$ cat config.mk
export PLATFORM = sky130hd
export DESIGN_NAME = game_irq_ctrl
export DESIGN_NICKNAME = d
export VERILOG_FILES = /design/src/verilog/game_irq_pkg.sv /design/src/verilog/game_button_event.sv /design/src/verilog/game_irq_ctrl.sv
export SDC_FILE = /design/constraint.sdc
export NUM_CORES = 1
export LEC_CHECK = 0
export BUFFER_PORTS_ARGS = -buffer_cell sky130_fd_sc_hd__buf_2
export CAP_MARGIN = 20
export CORE_MARGIN = 2
export CORE_UTILIZATION = 56
export CTS_CLUSTER_SIZE = 40
export DETAILED_ROUTE_END_ITERATION = 8
export PLACE_DENSITY = 0.95
export SETUP_SLACK_MARGIN = 0.1
export SLEW_MARGIN = 20
export SYNTH_ARGS = -nofsm -noshare
export SYNTH_HDL_FRONTEND = slang
export SYNTH_SLANG_ARGS = --single-unit
$ cat constraint.sdc
create_clock -name pclk -period 4.2 [get_ports pclk]
set_clock_uncertainty 0.1 [all_clocks]
set_input_delay 0.63 -clock pclk [delete_from_list [all_inputs] [get_ports pclk]]
set_output_delay 0.63 -clock pclk [all_outputs]
set_load 0.005 [all_outputs]
$ cat src/verilog/game_irq_pkg.sv
package game_irq_pkg;

  // Register indices; the byte address of each register is four times its index.
  localparam logic [5:0] IDX_STATUS = 6'h02;
  localparam logic [5:0] IDX_ENABLE = 6'h03;
  localparam logic [5:0] IDX_CNT_FIRST = 6'h04;
  localparam logic [5:0] IDX_CNT_LAST = 6'h0B;
  localparam logic [5:0] IDX_EDGE_SEL = 6'h0C;
  localparam logic [5:0] IDX_MODE = 6'h0D;

  // Address layout of the APB byte address.
  localparam int ADDR_W = 8;
  localparam int IDX_LSB = 2;
  localparam logic [1:0] ADDR_ALIGNED = 2'h0;

  // Reset values.
  localparam logic [7:0] ENABLE_RESET = 8'h00;
  localparam logic [7:0] STATUS_RESET = 8'h00;
  localparam logic [7:0] EDGE_SEL_RESET = 8'h00;
  localparam logic [15:0] CNT_RESET = 16'h0000;
  localparam logic [31:0] RDATA_ZERO = 32'h00000000;

  // Enable register fields; bit 3 is reserved and reads as zero.
  localparam int EN_POS_A = 0;
  localparam int EN_POS_B = 1;
  localparam int EN_POS_DEF = 2;
  localparam int EN_BTN_LSB = 4;
  localparam logic [7:0] ENABLE_WMASK = 8'hF7;

  // Status register fields: ready flags low, button event flags high.
  localparam int ST_AX = 0;
  localparam int ST_AY = 1;
  localparam int ST_BX = 2;
  localparam int ST_BY = 3;
  localparam int ST_BTN_LSB = 4;
  localparam int NUM_BTN = 4;
  localparam int NUM_AXIS = 4;

  // Mode register field.
  localparam int MODE_ENH = 0;

  // Two-bit button edge codes.
  localparam logic [1:0] EDGE_NONE = 2'h0;
  localparam logic [1:0] EDGE_RISE = 2'h1;
  localparam logic [1:0] EDGE_FALL = 2'h2;
  localparam logic [1:0] EDGE_BOTH = 2'h3;

endpackage

$ cat src/verilog/game_button_event.sv
`timescale 1ns/1ps
module game_button_event
  import game_irq_pkg::*;
#(
  parameter int N = 4
) (
  input wire logic pclk,
  input wire logic presetn,
  input wire logic [N-1:0] buttons,
  input wire logic [2*N-1:0] edge_sel,
  output logic [N-1:0] event_pulse
);

  typedef struct packed {
    logic primed;
    logic [N-1:0] prev;
    logic [N-1:0] evt;
  } btn_state_t;

  btn_state_t s_r;
  btn_state_t s_nxt;
  logic [N-1:0] hit;

  // Each button compares its level against the last one under its own edge code.
  genvar g;
  generate
    for (g = 0; g < N; g++) begin : g_btn
      logic rise;
      logic fall;
      logic [1:0] code;
      assign code = edge_sel[2*g+1:2*g];
      assign rise = buttons[g] & ~s_r.prev[g];
      assign fall = ~buttons[g] & s_r.prev[g];
      assign hit[g] = ((code == EDGE_RISE) & rise) |
                      ((code == EDGE_FALL) & fall) |
                      ((code == EDGE_BOTH) & (rise | fall));
    end
  endgenerate

  // The first cycle after reset only samples, so a button held at reset is no edge.
  always_comb begin
    s_nxt = s_r;
    s_nxt.primed = 1'b1;
    s_nxt.prev = buttons;
    s_nxt.evt = s_r.primed ? hit : '0;
  end

  always_ff @(posedge pclk or negedge presetn) begin
    if (!presetn) begin
      s_r <= '0;
    end else begin
      s_r <= s_nxt;
    end
  end

  assign event_pulse = s_r.evt;

endmodule

$ cat src/verilog/game_irq_ctrl.sv
`timescale 1ns/1ps
// How it works
// Enable settings act only in enhanced mode.
// Bit 7 gates joystick B button 1.
// Bits 6..4 gate the other three buttons.
// Bit 2 picks both-axes or either-axis ready.
// Bit 1 gates joystick B position done.
// Bit 0 gates joystick A position done.
// Two-bit code picks none, rise, fall, both.
// Status flags: write one clears, counter read clears.
// Request is OR of all enabled conditions.
module game_irq_ctrl
  import game_irq_pkg::*;
(
  input wire logic pclk,
  input wire logic presetn,
  input wire logic psel,
  input wire logic penable,
  input wire logic pwrite,
  input wire logic [ADDR_W-1:0] paddr,
  input wire logic [31:0] pwdata,
  output logic [31:0] prdata,
  output logic pready,
  output logic pslverr,
  input wire logic [NUM_BTN-1:0] button_in,
  input wire logic [NUM_AXIS-1:0] pos_done,
  input wire logic [15:0] ax_count,
  input wire logic [15:0] ay_count,
  input wire logic [15:0] bx_count,
  input wire logic [15:0] by_count,
  output logic irq
);

  typedef struct packed {
    logic [7:0] enable;
    logic [7:0] status;
    logic [7:0] edge_sel;
    logic enhanced;
    logic [NUM_AXIS-1:0][15:0] cnt;
    logic [31:0] prdata;
    logic pready;
    logic pslverr;
    logic irq;
  } ctrl_state_t;

  ctrl_state_t s_r;
  ctrl_state_t s_nxt;
  logic [NUM_BTN-1:0] btn_evt;
  logic [NUM_AXIS-1:0][15:0] count_in;

  assign count_in[ST_AX] = ax_count;
  assign count_in[ST_AY] = ay_count;
  assign count_in[ST_BX] = bx_count;
  assign count_in[ST_BY] = by_count;

  // Button edge detection runs from the edge select register.
  game_button_event #(
    .N(NUM_BTN)
  ) u_btn (
    .pclk(pclk),
    .presetn(presetn),
    .buttons(button_in),
    .edge_sel(s_r.edge_sel),
    .event_pulse(btn_evt)
  );

  logic [5:0] idx;
  logic aligned;
  logic is_cnt;
  logic hit;
  logic setup;
  logic done;
  logic [5:0] cnt_off;
  logic [1:0] cnt_sel;
  logic [7:0] set_bits;
  logic [7:0] clr_bits;
  logic pos_a;
  logic pos_b;

  // Address decode; anything not listed, or not word aligned, is answered with an error.
  always_comb begin
    idx = paddr[ADDR_W-1:IDX_LSB];
    aligned = (paddr[IDX_LSB-1:0] == ADDR_ALIGNED);
    is_cnt = (idx >= IDX_CNT_FIRST) && (idx <= IDX_CNT_LAST);
    cnt_off = idx - IDX_CNT_FIRST;
    cnt_sel = cnt_off[2:1];
    hit = aligned && (is_cnt || (idx == IDX_STATUS) || (idx == IDX_ENABLE) ||
          (idx == IDX_EDGE_SEL) || (idx == IDX_MODE));
    setup = psel && !penable && !s_r.pready;
    done = psel && penable && s_r.pready;
  end

  // Register file, status flags and the request output, all in one next-state process.
  always_comb begin
    s_nxt = s_r;
    s_nxt.pready = 1'b0;
    s_nxt.pslverr = 1'b0;
    set_bits = '0;
    clr_bits = '0;
    pos_a = 1'b0;
    pos_b = 1'b0;

    // Read data is prepared in the setup cycle so pready can rise in the first access cycle.
    if (setup) begin
      s_nxt.pready = 1'b1;
      s_nxt.pslverr = !hit;
      s_nxt.prdata = RDATA_ZERO;
      if (hit) begin
        if (is_cnt) begin
          s_nxt.prdata[7:0] = cnt_off[0] ? s_r.cnt[cnt_sel][15:8] : s_r.cnt[cnt_sel][7:0];
        end else begin
          case (idx)
            IDX_STATUS: begin
              s_nxt.prdata[7:0] = s_r.status;
            end
            IDX_ENABLE: begin
              s_nxt.prdata[7:0] = s_r.enable;
            end
            IDX_EDGE_SEL: begin
              s_nxt.prdata[7:0] = s_r.edge_sel;
            end
            IDX_MODE: begin
              s_nxt.prdata[MODE_ENH] = s_r.enhanced;
            end
            default: begin
              s_nxt.prdata = RDATA_ZERO;
            end
          endcase
        end
      end
    end

    // Writes and read side effects happen only at the completing edge.
    if (done && hit) begin
      if (pwrite) begin
        case (idx)
          IDX_STATUS: begin
            clr_bits = pwdata[7:0];
          end
          IDX_ENABLE: begin
            s_nxt.enable = pwdata[7:0] & ENABLE_WMASK;
          end
          IDX_EDGE_SEL: begin
            s_nxt.edge_sel = pwdata[7:0];
          end
          IDX_MODE: begin
            s_nxt.enhanced = pwdata[MODE_ENH];
          end
          default: begin
            clr_bits = '0;
          end
        endcase
      end else if (is_cnt && cnt_off[0]) begin
        // Reading the high byte ends the low-then-high pair, so it clears the ready flag.
        clr_bits[cnt_sel] = 1'b1;
      end
    end

    // Events are only recorded in enhanced mode; counters latch on completion.
    if (s_r.enhanced) begin
      set_bits[ST_BTN_LSB +: NUM_BTN] = btn_evt;
      set_bits[NUM_AXIS-1:0] = pos_done;
      for (int k = 0; k < NUM_AXIS; k++) begin
        if (pos_done[k]) begin
          s_nxt.cnt[k] = count_in[k];
        end
      end
    end
    // A new event beats a clear in the same cycle, so no event is lost.
    s_nxt.status = (s_r.status & ~clr_bits) | set_bits;

    // Position condition per joystick, chosen by the definition bit.
    if (s_nxt.enable[EN_POS_DEF]) begin
      pos_a = s_nxt.status[ST_AX] | s_nxt.status[ST_AY];
      pos_b = s_nxt.status[ST_BX] | s_nxt.status[ST_BY];
    end else begin
      pos_a = s_nxt.status[ST_AX] & s_nxt.status[ST_AY];
      pos_b = s_nxt.status[ST_BX] & s_nxt.status[ST_BY];
    end

    // The request is gated off entirely in legacy mode.
    s_nxt.irq = s_nxt.enhanced & (
                |(s_nxt.enable[EN_BTN_LSB +: NUM_BTN] &
                  s_nxt.status[ST_BTN_LSB +: NUM_BTN]) |
                (s_nxt.enable[EN_POS_B] & pos_b) |
                (s_nxt.enable[EN_POS_A] & pos_a));
  end

  always_ff @(posedge pclk or negedge presetn) begin
    if (!presetn) begin
      s_r.enable <= ENABLE_RESET;
      s_r.status <= STATUS_RESET;
      s_r.edge_sel <= EDGE_SEL_RESET;
      s_r.enhanced <= 1'b0;
      s_r.cnt <= {NUM_AXIS{CNT_RESET}};
      s_r.prdata <= RDATA_ZERO;
      s_r.pready <= 1'b0;
      s_r.pslverr <= 1'b0;
      s_r.irq <= 1'b0;
    end else begin
      s_r <= s_nxt;
    end
  end

  assign prdata = s_r.prdata;
  assign pready = s_r.pready;
  assign pslverr = s_r.pslverr;
  assign irq = s_r.irq;

endmodule

==> results.yml, run 1 <==
cells_and_area:
  area_growth_pct: 12.24
  nets: 621
  n_antenna_cell: 0
  num-fill-cells: 661
  instances_no_fill: 630
  fin_area_sq_um: 5977
  drive_gt1_share_pct: 42.12
routing:
  via_count: 3656
  m1WireLength_um: 4605
  first_pass_iters: 6
  wl_met3_um: 966
  drt_drc_violations_left: 0
  wire_per_inst_um: 19.24
  viasPerCell: 5.803
  wl_um: 12120
  drtIter0Drc: 259
  dr_wl_met2_um: 6287
  dr.max_layer_used: "met4"
  antenna_left: 0
cts:
  path_clk_slew_ns: 0.11
  cts_setup_buffers: 0
  cts-buffers-inserted: 9
  cts_max_level: 3
  cts_root_buffer: "clkbuf_8"
  clk_latency_ns: 0.37
  ctsHoldBuffers: 0
  cts_sinks: 108
  tritoncts: "yes"
  clockBufferDepth: 2
  cts_resized: 0
setup_path:
  cp_data_arrival_time_ns: 3.11
  reg2regPathDepth: 6
  endpoint_kind: "flip-flop"
  cp_max_fo: 23
  r2r_slack_ns: 1.60
  timing.rr.start: "s_r[99]"
  reg2reg_to: "irq"
  crit_required_ns: 4.35
  crit_type: "in -> reg"
  worstSetupStartpointType: "input port"
synthesis:
  ys_types: 46
  synth_edf_count: 0
  synthTopCellsByArea: "dfrtp_1 51%, mux2_2 14%, mux4_2 6.8%"
  synth_xor_xnor_area_share_pct: 0.1645
  yosysMostFrequentCell: "dfrtp_1"
  netlist_top_cells_count: "108 x dfrtp_1, 68 x mux2_2, 32 x buf_4"
  synth.area.mux_share_pct: 25.09
  yosys_most_used_dff: "dfrtp_1"
  syn_area_per_cell_sq_um: 13.15
  synth-seq-cells: 108
  netlist.area_leader.share_pct: 50.75
  ys_seq_area_share_pct: 50.75
  synth_warnings: 0
  synth_fa_ha_area_share_pct: 2.279
  synth-async-reset-ratio_pct: 100.0
  synth_top_family_by_area: "multiplexers"
  synth_cells: 405
  synth_compound_gate_area_share_pct: 6.485
  yosys.area_share.simple_pct: 7.566
  synth_area_sq_um: 5325
  yosysTopAreaCell: "dfrtp_1"
timing:
  drv_slew: 0
  finalHoldViolCount: 0
  relSlewSlack_pct: 43.16
  fmax_ghz: 0.3386
  tightest_slew_ns: 0.8505
  tns_ns: 0
  grt_setup_unrepaired: "no"
  finalSetupViolCount: 0
  fin_crit_ns: 2.953
  timing.final.crit_share_pct: 70.32
flow_run:
  cap_violations: 0
placed_design:
  io_buffers: 103
  numPlacedInstances: 614
  dp_hpwl_um: 8959
  gp_congestion: 0.9441
  place_area_sq_um: 5784
floorplanning:
  io_pins: 152
  coreArea_sq_um: 9240
  start_util_pct: 57.63
  num_rows: 35
  die_area_sq_um: 10310
  die_h_um: 101.5
  die_width_um: 101.5
outcome:
  outcome: "complete, no violations"
global_route:
  grt_pass1_vias: 3895
  grt_usage_pct: 25.10
  grt.overflow.total: 0
  antenna_found_initial: 0
  grt_pass1_wl_um: 19480
  grt_max_degree: 44
power:
  p_per_area_nw_per_um2: 301.4
  ir_worst_vdd_mv: 0.2148
  p_leak_nw: 3.123
min_path:
  hold_class: "in -> async"
## metal layers
metal | vias to the layer above | track usage [%]
met5 | - | 0
met4 | 0 | 8.836
met3 | 27 | 6.970
met2 | 197 | 43.27
met1 | 1828 | 30.36
li1 | 1604 | -
## worst max-delay path by stage
stage | start | to | cells after the start
global placement | paddr[3] | irq | 7
global route | paddr[3] | irq | 7
CTS | paddr[3] | irq | 7
detailed placement | paddr[3] | irq | 7
floorplan | paddr[4] | irq | 8
finish | paddr[3] | irq | 7
## metrics by stage
| stage | hold slack, ns | utilization (%) | power (mW) | setup WS (ns) |
|---|---|---|---|---|
| 2_1_floorplan | 0.2344 | - | 1.137 | 1.837 |
| 5_1_grt | 0.06529 | 64.69 | 1.867 | 1.146 |
| 6_report | 0.05970 | 64.69 | 1.801 | 1.247 |
| 3_5_place_dp | 0.3897 | 62.60 | 1.205 | 0.9288 |
| 4_1_cts | 0.06328 | 64.69 | 1.808 | 1.315 |
| 3_3_place_gp | 0.3824 | 62.60 | 1.199 | 0.9723 |
## final cells by class
| class | instances | area (sq um) | share of cell area, % |
|---|---|---|---|
| Inverter | 21 | 78.83 | 1.319 |
| Tap cell | 129 | 161.4 | 2.700 |
| Multi-Input combinational cell | 251 | 2308 | 38.62 |
| Clock inverter | 6 | 55.05 | 0.9211 |
| Timing Repair Buffer | 105 | 533.0 | 8.918 |
| Sequential cell | 108 | 2703 | 45.22 |
| Clock buffer | 10 | 137.6 | 2.303 |
## kinds of logic (layout without fill, tap and decap cells)
group                      Yosys count  in the layout
AOI/OAI and AO/OA                   44             44
xor gates and xnor gates             1              1
adders and majority gates           10             10
buffers and inverters               69            142
DFF                                108            108
muxes                              104            104
other                                2             25
and+or+nand+nor                     67             67
## worst max-delay path, cell delays in order
cell,delay (ns)
buf_2,0.57
nor4b_4,0.42
and4_1,0.52
mux2i_1,0.21
maj3_2,0.33
or3_1,0.31
o311ai_1,0.09
## power by group
part / switching (mW) / total, mW / internal (mW) / leakage (nW)
Sequential: 0.00484 / 1.05 / 1.05 / 1.50
Combinational: 0.0790 / 0.133 / 0.0541 / 1.53
Clock: 0.373 / 0.617 / 0.244 / 0.102
Total: 0.457 / 1.80 / 1.34 / 3.12
## placed cells by master, fill, tap and decap left out, types with 2 or more instances in the layout
master and instances:
nand3_1 2, or3_1 3, buf_2 102, conb_1 25
clkinv_2 2, a32oi_1 3, ha_1 8, and2_1 4
a21oi_1 2, clkbuf_8 10, buf_4 3, a22o_1 7
nor4bb_1 2, a222oi_1 6, or4_1 2, mux4_2 16
and4_1 3, a221o_1 4, nor3_2 2, nand2_1 27
inv_6 2, o21ai_0 11, mux2i_1 12, a221oi_1 2
o32ai_1 2, mux2_1 8, o211ai_1 4, nor2b_1 7
inv_1 21, mux2_2 68, nand4_1 2, dfrtp_1 108
nor2_1 5
## registers in the layout, indices dropped and copies added (netlist names)
register,count
u_btn.event_pulse,4
s_r,88
pslverr,1
u_btn.s_r,5
pready,1
irq,1
prdata,8
Power figures use the tool's default switching activity.
==> run 2, diff against run 1 <==
--- a/config.mk
+++ b/config.mk
@@ -8,10 +8,10 @@
 export BUFFER_PORTS_ARGS = -buffer_cell sky130_fd_sc_hd__buf_2
 export CAP_MARGIN = 20
 export CORE_MARGIN = 2
-export CORE_UTILIZATION = 56
+export CORE_UTILIZATION = 52
 export CTS_CLUSTER_SIZE = 40
 export DETAILED_ROUTE_END_ITERATION = 8
-export PLACE_DENSITY = 0.95
+export PLACE_DENSITY = 0.92
 export SETUP_SLACK_MARGIN = 0.1
 export SLEW_MARGIN = 20
 export SYNTH_ARGS = -nofsm -noshare
==> constraint.sdc (replaced) <==
create_clock -name pclk -period 2.8 [get_ports pclk]
set_clock_uncertainty 0.1 [all_clocks]
set_input_delay 0.42 -clock pclk [delete_from_list [all_inputs] [get_ports pclk]]
set_output_delay 0.42 -clock pclk [all_outputs]
set_load 0.005 [all_outputs]
==> results.yml, run 2 (synthesis results as in run 1) <==
outcome:
  outcome: "complete, no violations"
placed_design:
  numPlacedInstances: 626
  io_buffers: 103
  dp_hpwl_um: 9296
  place_area_sq_um: 5862
  gp_congestion: 0.8744
  post-place-ws_ns: 0.2100
cells_and_area:
  instances_no_fill: 643
  largestRegisters: "s_r (88), prdata (8), u_btn.s_r (5)"
  fin_area_sq_um: 6072
  largest_reg_flops: 88
  mostFrequentLayoutCells: "108 x dfrtp_1, 102 x buf_2, 68 x mux2_2, 27 x nand2_1, 25 x conb_1"
  layout_commonest_cell: "dfrtp_1"
  nets: 630
  num-fill-cells: 751
  largest_register: "s_r"
  area_growth_pct: 14.03
  n_antenna_cell: 0
  drive_gt1_share_pct: 42.75
timing:
  tns_ns: 0
  finalHoldViolCount: 0
  grt_setup_unrepaired: "no"
  drv_slew: 0
  finalSetupViolCount: 0
  fmax_ghz: 0.4430
  fin_crit_ns: 2.257
  timing.final.crit_share_pct: 80.62
  relSlewSlack_pct: 43.26
  tightest_slew_ns: 0.8491
  setup_slack_ns: 0.5427
cts:
  ctsHoldBuffers: 1
  cts_sinks: 108
  clk_latency_ns: 0.37
  path_clk_slew_ns: 0.10
  tritoncts: "yes"
  clockBufferDepth: 2
  cts_max_level: 3
  cts-buffers-inserted: 9
  cts_setup_buffers: 0
  cts_resized: 0
  cts_root_buffer: "clkbuf_8"
global_route:
  grt-busiest-layer: "met2"
  antenna_found_initial: 0
  grtUsageMet2_pct: 40.14
  grt_usage_pct: 23.46
  grt_max_degree: 58
  grt.overflow.total: 0
  grt_pass1_vias: 3947
  grt_use_met1_pct: 28.48
  grt_pass1_wl_um: 20060
  use_met3_pct: 6.488
setup_path:
  cp_max_fo: 11
  crit_end: "irq"
  worstSetupStartpointType: "input port"
  reg2reg_to: "irq"
  reg2regPathDepth: 7
  crit_required_ns: 2.92
  timing.rr.start: "pready"
  cp_data_arrival_time_ns: 2.38
  r2r_slack_ns: 0.58
  crit_type: "in -> reg"
  endpoint_kind: "flip-flop"
  startpoint: "paddr[3]"
routing:
  viasPerCell: 5.742
  antenna_left: 0
  via_count: 3692
  first_pass_iters: 5
  drtIter0Drc: 246
  drt_drc_violations_left: 0
  wl_um: 12430
  wire_per_inst_um: 19.33
floorplanning:
  die_area_sq_um: 11070
  io_pins: 152
  coreArea_sq_um: 9864
  die_h_um: 105.2
  start_util_pct: 53.98
  num_rows: 36
  die_width_um: 105.2
flow_run:
  cap_violations: 0
power:
  p_per_area_nw_per_um2: 451.2
  ir_worst_vdd_mv: 0.3566
  p_leak_nw: 3.165
min_path:
  hold_class: "in -> reg"
run 2: changes by cell type in the layout (fill, tap and decap cells not counted):
cell           delta
buf_4             +7
clkinvlp_4        +2
buf_12            +1
bufinv_16         +1
clkbuf_1          +1
clkinv_2          -1
clkinv_8          -1
dlygate4sd3_1     +1
inv_6             -1
inv_8             -1
run 2: worst min-delay path by stage:
| stage | depth (start not counted) | to | slack, ns | startpoint |
|---|---|---|---|---|
| 2_1_floorplan | 0 | irq | 0.02 | presetn |
| 3_3_place_gp | 1 | s_r[94] | 0.25 | presetn |
| 3_5_place_dp | 1 | s_r[94] | 0.25 | presetn |
| 4_1_cts | 1 | u_btn.s_r[6] | 0.07 | button_in[2] |
| 5_1_grt | 1 | u_btn.s_r[6] | 0.07 | button_in[2] |
| 6_report | 1 | u_btn.s_r[6] | 0.08 | button_in[2] |
run 2: per-layer routing:
metal  wire length [um]  vias to the layer above  part of all wire, %
li1                   -                     1619                    -
met1               4838                     1851                   39
met2               6450                      187                   52
met3                827                       35                  6.7
met4                315                        0                  2.5
met5                  0                        -                    0
run 2: metrics by stage:
| stage | util [%] | total power, mW | hold WS, ns |
|---|---|---|---|
| 6_report | 61.56 | 2.740 | 0.07981 |
| 5_1_grt | 61.56 | 2.848 | 0.07166 |
| 4_1_cts | 61.56 | 2.756 | 0.07101 |
| 3_5_place_dp | 59.42 | 1.813 | 0.2502 |
| 3_3_place_gp | 59.42 | 1.805 | 0.2453 |
| 2_1_floorplan | - | 1.706 | 0.02441 |
run 2: layout make-up:
cell class / instances / area [sq um] / share of cell area (%)
sequential: 108 / 2703 / 44.51
multi-input combinational: 251 / 2308 / 38.02
timing repair buffer: 114 / 615.6 / 10.14
tap: 133 / 166.4 / 2.741
clock buffer: 11 / 141.4 / 2.328
inverter: 21 / 78.83 / 1.298
clock inverter: 5 / 58.81 / 0.9685
run 2: worst max-delay path, cell delays in order:
cell and delay [ns]:
buf_2 0.30, nor4b_4 0.36, and4_1 0.38, buf_4 0.19, mux2_2 0.35, nand2_1 0.07, a41o_1 0.19, o311ai_1 0.12
run 2: report_power, final:
part / total [mW] / leakage [nW] / switching [mW] / internal (mW)
Combinational: 0.206 / 1.57 / 0.119 / 0.0870
Clock: 0.956 / 0.0959 / 0.516 / 0.440
Sequential: 1.58 / 1.50 / 0.00755 / 1.57
==> run 3, diff against run 2 <==
--- a/config.mk
+++ b/config.mk
@@ -5,13 +5,14 @@
 export SDC_FILE = /design/constraint.sdc
 export NUM_CORES = 1
 export LEC_CHECK = 0
+export ABC_AREA = 1
 export BUFFER_PORTS_ARGS = -buffer_cell sky130_fd_sc_hd__buf_2
 export CAP_MARGIN = 20
 export CORE_MARGIN = 2
-export CORE_UTILIZATION = 52
+export CORE_UTILIZATION = 48
 export CTS_CLUSTER_SIZE = 40
 export DETAILED_ROUTE_END_ITERATION = 8
-export PLACE_DENSITY = 0.92
+export PLACE_DENSITY = 0.89
 export SETUP_SLACK_MARGIN = 0.1
 export SLEW_MARGIN = 20
 export SYNTH_ARGS = -nofsm -noshare
==> constraint.sdc (replaced) <==
create_clock -name pclk -period 1.95 [get_ports pclk]
set_clock_uncertainty 0.1 [all_clocks]
set_input_delay 0.2925 -clock pclk [delete_from_list [all_inputs] [get_ports pclk]]
set_output_delay 0.2925 -clock pclk [all_outputs]
set_load 0.005 [all_outputs]
==> results.yml, run 3 <==
placed_design:
  io_buffers: 103
  post-place-ws_ns: -0.1661
  dp_hpwl_um: 11170
  gp_congestion: 0.9228
  place_area_sq_um: 6459
cells_and_area:
  mostFrequentLayoutCells: "147 x nand2_1, 108 x dfrtp_1, 101 x buf_2, 51 x buf_4, 45 x inv_1"
  layout_commonest_cell: "nand2_1"
  fin_area_sq_um: 6919
  area_growth_pct: 25.34
  drive_gt1_share_pct: 33.42
  multi_input_area_sq_um: 2444
  final_core_util_pct: 61.12
  n_antenna_cell: 0
  seq_area_sq_um: 2703
  largest_reg_flops: 88
  num-fill-cells: 877
  largest_register: "s_r"
  largestRegisters: "s_r (88), prdata (8), u_btn.s_r (5)"
  nets: 877
cts:
  cts_sinks: 108
  cts_max_level: 3
  tritoncts: "yes"
  clk_latency_ns: 0.35
  path_clk_slew_ns: 0.07
  cts-buffers-inserted: 9
  cts_root_buffer: "clkbuf_16"
  clockBufferDepth: 2
outcome:
  outcome: "complete, no violations"
routing:
  viasPerCell: 5.538
  antenna_left: 0
  wl_um: 15650
  wire_per_inst_um: 17.39
  via_count: 4984
  drt_drc_violations_left: 0
  first_pass_iters: 5
  drtIter0Drc: 462
global_route:
  grtUsageMet2_pct: 40.93
  grt_pass1_wl_um: 25070
  grt_usage_pct: 25.72
  antenna_found_initial: 0
  grt_max_degree: 43
  grt-busiest-layer: "met2"
  grt.overflow.total: 0
  grt_use_met1_pct: 32.94
  grt_pass1_vias: 4948
  use_met3_pct: 6.725
timing:
  timing.final.crit_share_pct: 90.26
  grt_setup_unrepaired: "no"
  finalHoldViolCount: 0
  relSlewSlack_pct: 62.17
  tightest_slew_ns: 0.5675
  drv_slew: 0
  fmax_ghz: 0.5682
  setup_slack_ns: 0.1900
  fin_crit_ns: 1.760
  finalSetupViolCount: 0
setup_path:
  crit_end: "irq"
  crit_type: "in -> reg"
  reg2reg_to: "irq"
  startpoint: "paddr[3]"
  endpoint_kind: "flip-flop"
  r2r_slack_ns: 0.21
  timing.rr.start: "pready"
  cp_data_arrival_time_ns: 1.91
  worstSetupStartpointType: "input port"
  reg2regPathDepth: 13
  crit_required_ns: 2.10
  cp_max_fo: 5
min_path:
  hold_class: "in -> reg"
floorplanning:
  num_rows: 39
  die_width_um: 111.2
  coreArea_sq_um: 11320
  io_pins: 152
  die_area_sq_um: 12370
  die_h_um: 111.2
  start_util_pct: 48.76
synthesis:
  yosysMostFrequentCell: "nand2_1"
  synthTopCellsByArea: "dfrtp_1 49%, nand2_1 10%, mux2_2 8.4%"
  ys_types: 41
  synth_warnings: 0
  ys_seq_area_share_pct: 48.96
  synth-seq-cells: 108
  netlist.area_leader.share_pct: 48.96
  synth_edf_count: 0
  netlist_top_cells_count: "151 x nand2_1, 108 x dfrtp_1, 45 x inv_1"
  synth_area_sq_um: 5520
  syn_area_per_cell_sq_um: 9.155
  synth-async-reset-ratio_pct: 100.0
  yosysTopAreaCell: "dfrtp_1"
  yosys_most_used_dff: "dfrtp_1"
  synth_cells: 603
power:
  ir_worst_vdd_mv: 0.4781
  p_per_area_nw_per_um2: 656.4
  p_leak_nw: 3.742
flow_run:
  cap_violations: 0
run 3: cell count changes after synthesis, moves of 16 or more:
cell     change
a21oi_1     +20
inv_1       +24
mux2_2      -27
mux4_2      -16
nand2_1    +124
nand3_1     +24
nor2_1      +25
o21ai_0     +16
run 3: through the flow:
| stage | total power [mW] | cells | TNS (ns) | hold WS [ns] |
|---|---|---|---|---|
| 6_report | 4.542 | 900 | 0 | 0.02936 |
| 3_5_place_dp | 2.775 | 874 | -1.145 | 0.2159 |
| 3_3_place_gp | 2.766 | 874 | -0.6466 | 0.2183 |
| 4_1_cts | 4.528 | 895 | 0 | 0.02549 |
| 5_1_grt | 4.688 | 900 | 0 | 0.04283 |
| 2_1_floorplan | 2.531 | 626 | 0 | -0.1031 |
run 3: power by group:
group | internal, mW | switching, mW | leakage [nW]
logic | 0.202 | 0.279 | 2.19
registers | 2.26 | 0.0169 | 1.41
clock network | 0.914 | 0.867 | 0.141
run 3: worst min-delay path by stage:
stage | cells after the start | from | end | slack [ns]
2_1_floorplan | 0 | presetn | irq | -0.10
3_3_place_gp | 1 | presetn | s_r[79] | 0.22
3_5_place_dp | 1 | presetn | s_r[79] | 0.22
4_1_cts | 2 | penable | pready | 0.03
5_1_grt | 3 | ay_count[5] | s_r[56] | 0.04
6_report | 3 | ay_count[4] | s_r[55] | 0.03
run 3: what timing repair did:
action	in CTS	in global routing
setup endpoints to repair	7	2
hold buffers	5	0
cloned	0	1
pin swaps	0	11
gates resized for setup	1	18
buffers inserted	0	4
hold endpoints to repair	43	0
run 3: layout make-up:
cell class                      count  area share [%]
Sequential cell                   108           39.06
Multi-Input combinational cell    413           35.32
Timing Repair Buffer              166           15.91
Clock buffer                       10           3.454
Inverter                           54           3.002
Tap cell                          143           2.586
Clock inverter                      6          0.6691
run 3: cells by family after synthesis:
kind of cell	Yosys count	synth area share, %
AOI/OAI and AO/OA	95	11.08
buffers and inverters	106	9.610
DFF	108	48.96
muxes	42	8.545
other	2	0.1360
and+or+nand+nor	242	19.85
adders and majority gates	8	1.813
run 3: worst max-delay path, cell delays in order:
cell and delay (ns):
buf_2 0.15, inv_2 0.06, buf_4 0.13, nand3_2 0.08, nand2_2 0.09, inv_2 0.08
nand2_4 0.07, nand3_4 0.14, clkinv_4 0.09, buf_4 0.15, nand2_1 0.05, nand2_1 0.08
nand2_1 0.09, nand2_1 0.08, nor2_4 0.12, nand3_2 0.06, nand2_1 0.06, inv_1 0.03
run 3: metal layers:
metal  up-vias  part of all wire [%]
met5         -                     0
met4         0                   3.7
met3        55                   8.3
met2       290                    47
met1      2369                    41
li1       2270                     -
